File: src/inc/pbw_pkg.sv
package pbw_pkg;
   // power states
   typedef enum logic [2:0] {
      PBW_S0,
      PBW_S1,
      PBW_S3,
      PBW_S4,
      PBW_S5
   } pbw_state_e;

   // state codes on the status output
   localparam logic [2:0] STATE_S0 = 3'h0;
   localparam logic [2:0] STATE_S1 = 3'h1;
   localparam logic [2:0] STATE_S3 = 3'h3;
   localparam logic [2:0] STATE_S4 = 3'h4;
   localparam logic [2:0] STATE_S5 = 3'h5;

   // clock and timing
   localparam int CLK_MHZ = 250;
   localparam int LONG_PRESS_MS = 4000;
   localparam longint LONG_PRESS_CYC_L = longint'(LONG_PRESS_MS) * 1000 * CLK_MHZ;
   localparam logic [31:0] LONG_PRESS_CYC = LONG_PRESS_CYC_L[31:0];
   localparam int DEBOUNCE_US = 10;
   localparam int DEBOUNCE_CYC_I = DEBOUNCE_US * CLK_MHZ;
   localparam logic [15:0] DEBOUNCE_CYC = DEBOUNCE_CYC_I[15:0];

   // wake source bit positions
   localparam int WK_PWR = 0;
   localparam int WK_RTC = 1;
   localparam int WK_LAN = 2;
   localparam int WK_PME = 3;
   localparam int WK_RSR = 4;
   localparam int WK_RSR_USB = 5;
   localparam int WK_RING = 6;
   localparam int WK_USB = 7;
   localparam int WK_PS2 = 8;
   localparam int WK_N = 9;

   // masks of sources accepted per state
   localparam logic [8:0] WAKE_MASK_S1S3 = 9'h1FF;
   localparam logic [8:0] WAKE_MASK_S4S5 = 9'h01F;
   localparam logic [8:0] WAKE_LAN_PME = 9'h00C;
endpackage : pbw_pkg

File: src/design/pbw_sync.sv
`timescale 1ns/100ps
// two-flop synchroniser plus steady-level debouncer
module pbw_sync (
   input wire logic clk_sys,
   input wire logic rstn,
   input wire logic async_in,
   input wire logic [15:0] settle_cyc,
   output logic clean_out
);
   logic meta_reg;
   logic sync_reg;
   logic prev_reg;
   logic prev_next;
   logic [15:0] cnt_reg;
   logic [15:0] cnt_next;
   logic clean_reg;
   logic clean_next;

   always_comb begin
      prev_next = sync_reg;
      cnt_next = cnt_reg;
      clean_next = clean_reg;
      if (sync_reg != prev_reg) begin
         cnt_next = 16'h0000;
      end else if (cnt_reg < settle_cyc) begin
         cnt_next = cnt_reg + 16'h0001;
      end else begin
         clean_next = sync_reg;
      end
   end

   always_ff @(posedge clk_sys or negedge rstn) begin
      if (!rstn) begin
         meta_reg <= 1'b0;
         sync_reg <= 1'b0;
         prev_reg <= 1'b0;
         cnt_reg <= 16'h0000;
         clean_reg <= 1'b0;
      end else begin
         meta_reg <= async_in;
         sync_reg <= meta_reg;
         prev_reg <= prev_next;
         cnt_reg <= cnt_next;
         clean_reg <= clean_next;
      end
   end

   assign clean_out = clean_reg;
endmodule : pbw_sync

File: src/design/pbw_ctrl.sv
`timescale 1ns/100ps
// Operation
// - in soft-off a press shorter than four seconds powers the system on to working.
// - in working a press shorter than four seconds sends the system to sleep.
// - in working a hold of four seconds or more forces a fail-safe power-off to soft-off.
// - in sleep a press shorter than four seconds wakes the system to working.
// - in sleep a hold of four seconds or more powers the system off to soft-off.
// - power switch, rtc alarm, lan and power-management event wake from S1, S3, S4 and S5.
// - modem ring, usb and ps/2 activity wake only from S1 or S3 and are ignored in S4 and S5.
// - lan and power-management-event wake from S5 are off after reset until enabled.
// - riser wake is taken from S1 to S5, except its usb wake which is ignored in S4 and S5.
// - S1 holds the processor in stop-grant with context kept and resumes without restart.
// - S3 to S5 cut power except wake logic, and leaving S5 demands a cold boot.
module pbw_ctrl #(
   parameter logic [31:0] LONG_PRESS = pbw_pkg::LONG_PRESS_CYC
) (
   input wire logic clk_sys,
   input wire logic rstn,
   input wire logic pwr_sw_n,
   input wire logic rtc_alarm,
   input wire logic lan_wake,
   input wire logic power_mgmt_event_n,
   input wire logic riser_wake,
   input wire logic riser_usb_wake,
   input wire logic ring_a,
   input wire logic usb_wake,
   input wire logic ps2_wake,
   input wire logic s5_lan_pme_en,
   input wire logic os_sleep_req,
   input wire logic [2:0] os_sleep_state,
   output logic [2:0] pwr_state,
   output logic stop_grant,
   output logic main_pwr_on,
   output logic cold_boot,
   output logic sleep_req_ack
);
   logic sw_clean;
   logic [8:0] wk_meta_reg;
   logic [8:0] wk_sync_reg;
   logic [8:0] wk_raw;
   logic en_meta_reg;
   logic en_sync_reg;
   logic os_req_prev_reg;

   pbw_pkg::pbw_state_e st_reg;
   pbw_pkg::pbw_state_e st_next;
   logic [31:0] press_reg;
   logic [31:0] press_next;
   logic long_done_reg;
   logic long_done_next;
   logic cold_reg;
   logic cold_next;
   logic ack_reg;
   logic ack_next;
   logic sw_prev_reg;
   logic [8:0] wake_mask;
   logic wake_hit;
   logic short_rel;
   logic long_hit;
   logic os_req_rise;

   pbw_sync u_sw (
      .clk_sys(clk_sys),
      .rstn(rstn),
      .async_in(~pwr_sw_n),
      .settle_cyc(pbw_pkg::DEBOUNCE_CYC),
      .clean_out(sw_clean)
   );

   // wake sources by bit position, the switch itself wakes through short_rel
   assign wk_raw[pbw_pkg::WK_PWR] = 1'b0;
   assign wk_raw[pbw_pkg::WK_RTC] = rtc_alarm;
   assign wk_raw[pbw_pkg::WK_LAN] = lan_wake;
   assign wk_raw[pbw_pkg::WK_PME] = ~power_mgmt_event_n;
   assign wk_raw[pbw_pkg::WK_RSR] = riser_wake;
   assign wk_raw[pbw_pkg::WK_RSR_USB] = riser_usb_wake;
   assign wk_raw[pbw_pkg::WK_RING] = ring_a;
   assign wk_raw[pbw_pkg::WK_USB] = usb_wake;
   assign wk_raw[pbw_pkg::WK_PS2] = ps2_wake;

   always_ff @(posedge clk_sys or negedge rstn) begin
      if (!rstn) begin
         wk_meta_reg <= 9'h000;
         wk_sync_reg <= 9'h000;
         en_meta_reg <= 1'b0;
         en_sync_reg <= 1'b0;
         os_req_prev_reg <= 1'b0;
         sw_prev_reg <= 1'b0;
      end else begin
         wk_meta_reg <= wk_raw;
         wk_sync_reg <= wk_meta_reg;
         en_meta_reg <= s5_lan_pme_en;
         en_sync_reg <= en_meta_reg;
         os_req_prev_reg <= os_sleep_req;
         sw_prev_reg <= sw_clean;
      end
   end

   // press measurement on the debounced switch
   assign short_rel = sw_prev_reg && !sw_clean && !long_done_reg;
   assign long_hit = sw_clean && !long_done_reg && (press_reg >= LONG_PRESS - 32'h1);
   assign os_req_rise = os_sleep_req && !os_req_prev_reg;

   always_comb begin
      unique case (st_reg)
         pbw_pkg::PBW_S0: wake_mask = 9'h000;
         pbw_pkg::PBW_S1, pbw_pkg::PBW_S3: wake_mask = pbw_pkg::WAKE_MASK_S1S3;
         pbw_pkg::PBW_S4: wake_mask = pbw_pkg::WAKE_MASK_S4S5;
         pbw_pkg::PBW_S5: wake_mask = en_sync_reg ? pbw_pkg::WAKE_MASK_S4S5
                                      : (pbw_pkg::WAKE_MASK_S4S5 & ~pbw_pkg::WAKE_LAN_PME);
         default: wake_mask = 9'h000;
      endcase
   end

   assign wake_hit = |(wk_sync_reg & wake_mask);

   always_comb begin
      st_next = st_reg;
      press_next = press_reg;
      long_done_next = long_done_reg;
      cold_next = 1'b0;
      ack_next = 1'b0;
      if (sw_clean) begin
         if (!long_done_reg) begin
            press_next = press_reg + 32'h1;
         end
      end else begin
         press_next = 32'h0;
         long_done_next = 1'b0;
      end
      if (long_hit) begin
         long_done_next = 1'b1;
      end
      unique case (st_reg)
         pbw_pkg::PBW_S0: begin
            if (long_hit) begin
               st_next = pbw_pkg::PBW_S5;
            end else if (short_rel) begin
               st_next = pbw_pkg::PBW_S1;
            end else if (os_req_rise) begin
               ack_next = 1'b1;
               unique case (os_sleep_state)
                  pbw_pkg::STATE_S3: st_next = pbw_pkg::PBW_S3;
                  pbw_pkg::STATE_S4: st_next = pbw_pkg::PBW_S4;
                  pbw_pkg::STATE_S5: st_next = pbw_pkg::PBW_S5;
                  default: st_next = pbw_pkg::PBW_S1;
               endcase
            end
         end
         pbw_pkg::PBW_S1, pbw_pkg::PBW_S3, pbw_pkg::PBW_S4: begin
            if (long_hit) begin
               st_next = pbw_pkg::PBW_S5;
            end else if (short_rel || wake_hit) begin
               st_next = pbw_pkg::PBW_S0;
            end
         end
         pbw_pkg::PBW_S5: begin
            if (short_rel || wake_hit) begin
               st_next = pbw_pkg::PBW_S0;
               cold_next = 1'b1;
            end
         end
         default: st_next = pbw_pkg::PBW_S5;
      endcase
   end

   always_ff @(posedge clk_sys or negedge rstn) begin
      if (!rstn) begin
         st_reg <= pbw_pkg::PBW_S5;
         press_reg <= 32'h0;
         long_done_reg <= 1'b0;
         cold_reg <= 1'b0;
         ack_reg <= 1'b0;
      end else begin
         st_reg <= st_next;
         press_reg <= press_next;
         long_done_reg <= long_done_next;
         cold_reg <= cold_next;
         ack_reg <= ack_next;
      end
   end

   // registered outputs
   logic [2:0] code_reg;
   logic sg_reg;
   logic pwr_reg;
   logic [2:0] code_next;
   logic sg_next;
   logic pwr_next;

   always_comb begin
      sg_next = (st_next == pbw_pkg::PBW_S1);
      pwr_next = (st_next == pbw_pkg::PBW_S0) || (st_next == pbw_pkg::PBW_S1);
      unique case (st_next)
         pbw_pkg::PBW_S0: code_next = pbw_pkg::STATE_S0;
         pbw_pkg::PBW_S1: code_next = pbw_pkg::STATE_S1;
         pbw_pkg::PBW_S3: code_next = pbw_pkg::STATE_S3;
         pbw_pkg::PBW_S4: code_next = pbw_pkg::STATE_S4;
         default: code_next = pbw_pkg::STATE_S5;
      endcase
   end

   always_ff @(posedge clk_sys or negedge rstn) begin
      if (!rstn) begin
         code_reg <= pbw_pkg::STATE_S5;
         sg_reg <= 1'b0;
         pwr_reg <= 1'b0;
      end else begin
         code_reg <= code_next;
         sg_reg <= sg_next;
         pwr_reg <= pwr_next;
      end
   end

   assign pwr_state = code_reg;
   assign stop_grant = sg_reg;
   assign main_pwr_on = pwr_reg;
   assign cold_boot = cold_reg;
   assign sleep_req_ack = ack_reg;
endmodule : pbw_ctrl

File: config.mk
export PLATFORM = sky130hd
export DESIGN_NAME = pbw_ctrl
export DESIGN_NICKNAME = d
export VERILOG_FILES = /design/src/inc/pbw_pkg.sv /design/src/design/pbw_sync.sv /design/src/design/pbw_ctrl.sv
export SDC_FILE = /design/constraint.sdc
export NUM_CORES = 1
export LEC_CHECK = 0
export BUFFER_PORTS_ARGS = -buffer_cell sky130_fd_sc_hd__buf_4
export CORE_MARGIN = 5
export CORE_UTILIZATION = 35
export DETAILED_ROUTE_END_ITERATION = 10
export GPL_TIMING_DRIVEN = 1
export SETUP_SLACK_MARGIN = 0.1
export SYNTH_ARGS = -nofsm -noshare
export SYNTH_HDL_FRONTEND = slang
export SYNTH_SLANG_ARGS = --single-unit
File: constraint.sdc
create_clock -name clk_sys -period 2.8 [get_ports clk_sys]
set_input_delay 0.56 -clock clk_sys [delete_from_list [all_inputs] [get_ports clk_sys]]
set_output_delay 0.56 -clock clk_sys [all_outputs]
set_load 0.005 [all_outputs]
==> impl_metrics.ini, run 1 <==
[routing]
drt_iter0_drc = 79
post_drt_wl_per_cell_um = 13.0
drc = 0
drt_wl_total_um = 6510
vias_per_cell = 4.80
postRouteAntennaNets = 0
drt_first_pass_iters = 4
vias = 2411

[clocking]
cts-htree-levels = 3
cts_tree = yes
cts_setup_buffers = 0
clkLatencyLatePin_ns = 0.34
path_clk_slew_ns = 0.09
postCtsResizedCells = 0
cts_inserted_buffers = 9
root_buffer = clkbuf_8
cts_buffer_depth = 2
cts_hold_buf = 0
clock_sinks = 83

[sta]
setup-violations-final = 0
fin_setup_tns_ns = 0
grt_setup_unrepaired = false
period_share_pct = 77.5
max_slew_margin_pct = 55.7
hold_violations = 0
setup_slack_ns = 0.631
fmax_mhz = 461
worst-slew-pin-transition_ns = 0.665
period_minus_slack_ns = 2.17
drv_slew = 0
clock-skew-final_ns = 0.00956

[yosys]
yosysWarnings = 0
synth-seq-cells = 83
yosysTopAreaCell = dfrtp_1
syn_avg_cell_area_um2 = 11.0
netlist_instances = 334
ys_top_cells_by_area = dfrtp_1, xnor2_1, and2_1
synth_flop_cell = dfrtp_1
synth_area_um2 = 3680
synth_edf_count = 0
ys_seq_area_share_pct = 56.5
async_flop_share_pct = 100
synth.distinct_cells = 53
synth_nets = 352
synth_top_area_share_pct = 54.4

[pwr]
ir_drop_mv = 0.317
power.total_mw = 2.46
powerDensity_nw_per_um2 = 585
leakage_nw = 1.88

[die]
pin_count = 23
rows = 37
start_util_pct = 35.8
core_area_um2 = 10300
dieArea_um2 = 12700
die_h_um = 113
die_w_um = 113

[critical_path]
rr_startpoint = long_done_reg
r2r-end = press_reg[29]
critPathArrivalTime_ns = 2.40
critPathKind = flop to flop
critPathCaptureType = flop
critical_path.endpoint = press_reg[29]
cp.required_ns = 3.03
rrSetupSlack_ns = 0.63
critPathMaxFanout = 9
cp-start-kind = flop
crit_start = long_done_reg
ff2ff_path_depth = 6

[finish]
area_growth_pct = 14.3
largest_reg_flops = 32
seq_area_um2 = 2080
multi_input_area_um2 = 1520
layout.nets = 379
drive_gt1_share_pct = 16.1
diodes = 0
final_common_cell = dfrtp_1
finish.utilization_pct = 40.9
fill_cells = 994
layout_common_cells = dfrtp_1, nor2_1, and2_1, buf_4
finalInstanceArea_um2 = 4210

[run_status]
status = finished, final reports clean

[place]
dpl_cell_area_um2 = 4010
place.gp.congestion = 0.790
io_buffer_count = 22
dp_slack_ns = 0.597
dp_hpwl_um = 4440

[global_route]
grt_pass1_vias = 2528
antenna_found_initial = 0
grt_max_degree = 50
overflow = 0
grt.total_usage_pct = 11.3
grt_pass1_wl_um = 11800

[min_path]
hold_class = primary input to asynchronous set/reset pin

[run]
cap_violations = 0
## layout make-up
cell class / count / area share (%)
sequential: 83 / 49.5
clock buffer: 10 / 3.03
inverter: 11 / 0.982
timing repair buffer: 25 / 4.76
tap: 136 / 4.05
multi-input combinational: 231 / 36.2
clock inverter: 6 / 1.55
## per-layer routing
metal	track usage, %	share of wire [%]
met5	0	0
met4	3.85	1.0
met3	2.53	2.9
met2	18.7	49
met1	14.7	47
## cells in the mapped netlist (7+ instances only)
master and count:
and2_1 29, clkbuf_1 7, dfrtp_1 80, inv_1 11
nand2_1 21, nand3_1 13, nand4_1 11, nor2_1 29
nor2b_1 7, o21ai_0 10, xnor2_1 21, xor2_1 18
## worst min path at each step
stage	from	to	slack, ns	cells after the start
finish	rstn	press_reg[14]	0.25	1
global route	rstn	u_sw.cnt_reg[8]	0.30	1
CTS	rstn	u_sw.cnt_reg[1]	0.26	1
detailed placement	u_sw.meta_reg	u_sw.prev_next	0.33	0
global placement	wk_meta_reg[5]	wk_sync_reg[5]	0.34	0
floorplan	rstn	cold_boot	0.26	0
## cell families after synthesis
| family | after synthesis | synth area share (%) |
|---|---|---|
| xor+xnor | 39 | 9.28 |
| mux | 3 | 0.816 |
| buf+inv | 20 | 2.11 |
| fa+ha+maj | 2 | 0.680 |
| simple gates | 149 | 22.9 |
| compound gates | 38 | 7.65 |
| flops | 83 | 56.5 |
## worst max-delay path, cell delays in order (launching register included)
cell and delay, ns:
dfrtp_1 0.48, and4b_1 0.35, nand4_2 0.25, nor4_1 0.52, nand3_1 0.17, xnor2_1 0.15
and2_1 0.15
## stage by stage
step / instances / hold WS (ns)
6_report: 502 / 0.248
3_3_place_gp: 486 / 0.335
4_1_cts: 502 / 0.263
2_1_floorplan: 334 / 0.264
5_1_grt: 502 / 0.296
3_5_place_dp: 486 / 0.335
## power breakdown
group	leakage (nW)	switching, mW	total [mW]	internal (mW)
registers	1.09	0.0452	1.33	1.29
clock network	0.0966	0.427	0.842	0.414
logic	0.697	0.139	0.285	0.146
total	1.88	0.612	2.46	1.85
Note: power is estimated with default switching activity, not from simulation.
==> run 2, diff against run 1 <==
- ABC_AREA: default -> 1
- clock period: 2.8 -> 1.9 ns (I/O delays scaled with it)
==> impl_metrics.ini, run 2 <==
[sta]
fmax_mhz = 585
worst-slew-pin-transition_ns = 0.515
fin_setup_tns_ns = 0
grt_setup_unrepaired = true
clock-skew-final_ns = 0.00781
max_slew_margin_pct = 65.7
hold_violations = 0
drv_slew = 0
setup-violations-final = 0
period_minus_slack_ns = 1.71
period_share_pct = 89.9

[yosys]
yosys-top-cells-count = nand2_1, dfrtp_1, inv_1
netlist_instances = 525
synth_area_um2 = 4130
yosysMostFrequentCell = nand2_1
synth_top_area_share_pct = 48.5
synth.distinct_cells = 35
synth_nets = 543
ys_seq_area_share_pct = 50.4
synth_edf_count = 0
synth-seq-cells = 83
syn_avg_cell_area_um2 = 7.86
async_flop_share_pct = 100
yosysTopAreaCell = dfrtp_1
synth_xor_area_share_pct = 0.636
synth_compound_area_share_pct = 8.27
synth_simple_gate_area_share_pct = 32.3
synth_fa_ha_area_share_pct = 0.606
muxShareOfSynthArea_pct = 0
synth_top_family_by_area = simple AND/OR/NAND/NOR gates
synth_flop_cell = dfrtp_1
yosysWarnings = 0
ys_top_cells_by_area = dfrtp_1, nand2_1, inv_1

[die]
start_util_pct = 36.0
die_w_um = 119
pin_count = 23
core_area_um2 = 11500
rows = 39
die_h_um = 119
dieArea_um2 = 14100

[global_route]
overflow = 0
grt_pass1_wl_um = 15900
antenna_found_initial = 0
grt.total_usage_pct = 13.5
grt_max_degree = 40
grt_pass1_vias = 3525

[finish]
layout.nets = 587
drive_gt1_share_pct = 17.8
area_growth_pct = 21.5
multi_input_area_um2 = 1820
largest_reg_flops = 32
finalInstanceArea_um2 = 5010
diodes = 0
fill_cells = 1143
seq_area_um2 = 2090
final_common_cell = nand2_1
layout_common_cells = nand2_1, dfrtp_1, inv_1, nor2_1, nand3_1

[pwr]
internal_power_mw = 3.03
leakage_nw = 2.27
p_sw_mw = 1.15
p_clk_share_pct = 40.5
pwr-share-comb_pct = 12.6
ir_drop_mv = 0.632
p_seq_share_pct = 47.0
p_sw_share_pct = 27.5
powerDensity_nw_per_um2 = 835

[clocking]
clock_sinks = 83
cts-htree-levels = 3
cts_buffer_depth = 2
root_buffer = clkbuf_16
path_clk_slew_ns = 0.07
cts_tree = yes
cts_inserted_buffers = 9
cts_hold_buf = 0
clkLatencyLatePin_ns = 0.34

[critical_path]
critPathKind = flop to flop
crit_buf_inv = 0
r2r-end = press_reg[24]
critPathMaxFanout = 4
rr_startpoint = press_reg[1]
crit_chain = ha_4, nand2_2, nor2_4, nand2_4, nor2_4, nand3_2, nor2_4, nand2_2, nor2_4, nand2_1, nand2_1, a21oi_2
cp_num_cells = 12
cp-start-kind = flop
critPathArrivalTime_ns = 1.94
rrSetupSlack_ns = 0.19
max_stage_delay_ns = 0.43
crit_start = press_reg[1]
ff2ff_path_depth = 12
cp_common_cell = nor2_4
cp.required_ns = 2.13
crit_family = simple AND/OR/NAND/NOR gates
critPathCaptureType = flop
critical_path.endpoint = press_reg[24]
cpMaxStageDelayCell = dfrtp_2

[run_status]
status = finished, final reports clean

[routing]
drc = 0
post_drt_wl_per_cell_um = 12.9
postRouteAntennaNets = 0
drt_first_pass_iters = 5
drt_iter0_drc = 227
vias = 3579
drt_wl_total_um = 9270
vias_per_cell = 4.99

[place]
dp_hpwl_um = 6630
io_buffer_count = 22
dpl_cell_area_um2 = 4560
place.gp.congestion = 0.876

[run]
cap_violations = 0

[min_path]
hold_class = primary input to asynchronous set/reset pin
## run 2: worst min path at each step
| stage | slack, ns | endpoint | from |
|---|---|---|---|
| global route | 0.06 | u_sw.cnt_reg[5] | rstn |
| global placement | 0.33 | wk_sync_reg[5] | wk_meta_reg[5] |
| floorplan | 0.08 | cold_boot | rstn |
| CTS | 0.04 | press_reg[17] | rstn |
| finish | 0.01 | press_reg[17] | rstn |
| detailed placement | 0.34 | wk_sync_reg[8] | wk_meta_reg[8] |
## run 2: power by group through the flow
stage	sequential (mW)	clock (mW)	combinational (mW)
after CTS	1.96	1.75	0.516
after global routing	1.98	1.82	0.608
final	1.97	1.69	0.526
after detailed placement	2.00	0	0.513
after floorplan	1.97	0	0.309
after global placement	1.99	0	0.507
## run 2: kinds of logic after synthesis
family	count (synthesis)
fa+ha+maj	2
compound gates	62
xor+xnor	3
buf+inv	85
flops	83
simple gates	290
## run 2: cell type report
type                       count  share of cell area, %
timing repair buffer          41                   6.89
clock buffer                   9                   4.49
clock inverter                 7                   1.40
multi-input combinational    357                   36.3
tap                          143                   3.57
sequential                    83                   41.6
inverter                      77                   5.76
## run 2: timing repair
action | CTS | global route
gates resized for setup | 2 | 26
setup endpoints to repair | 5 | 28
setup buffers | 0 | 6
pin swaps | 0 | 4
hold endpoints to repair | 0 | 0
## run 2: stage by stage
stage / hold slack [ns] / power, mW / util, % / cells / setup WS (ns)
CTS: 0.0380 / 4.23 / 42.4 / 711 / 0.0961
global route: 0.0568 / 4.41 / 43.7 / 717 / 0.0592
finish: 0.0140 / 4.19 / 43.7 / 717 / 0.191
floorplan: 0.0844 / 2.28 / - / 525 / 0.255
detailed placement: 0.336 / 2.51 / 39.8 / 695 / 0.0630
global placement: 0.333 / 2.50 / 39.8 / 695 / 0.0748
## run 2: layer usage
layer / track usage, % / up-vias / wire length (um)
li1: - / 1801 / -
met1: 17.3 / 1695 / 4210
met2: 21.6 / 74 / 4530
met3: 3.63 / 9 / 407
met4: 5.53 / 0 / 119
met5: 0 / - / 0
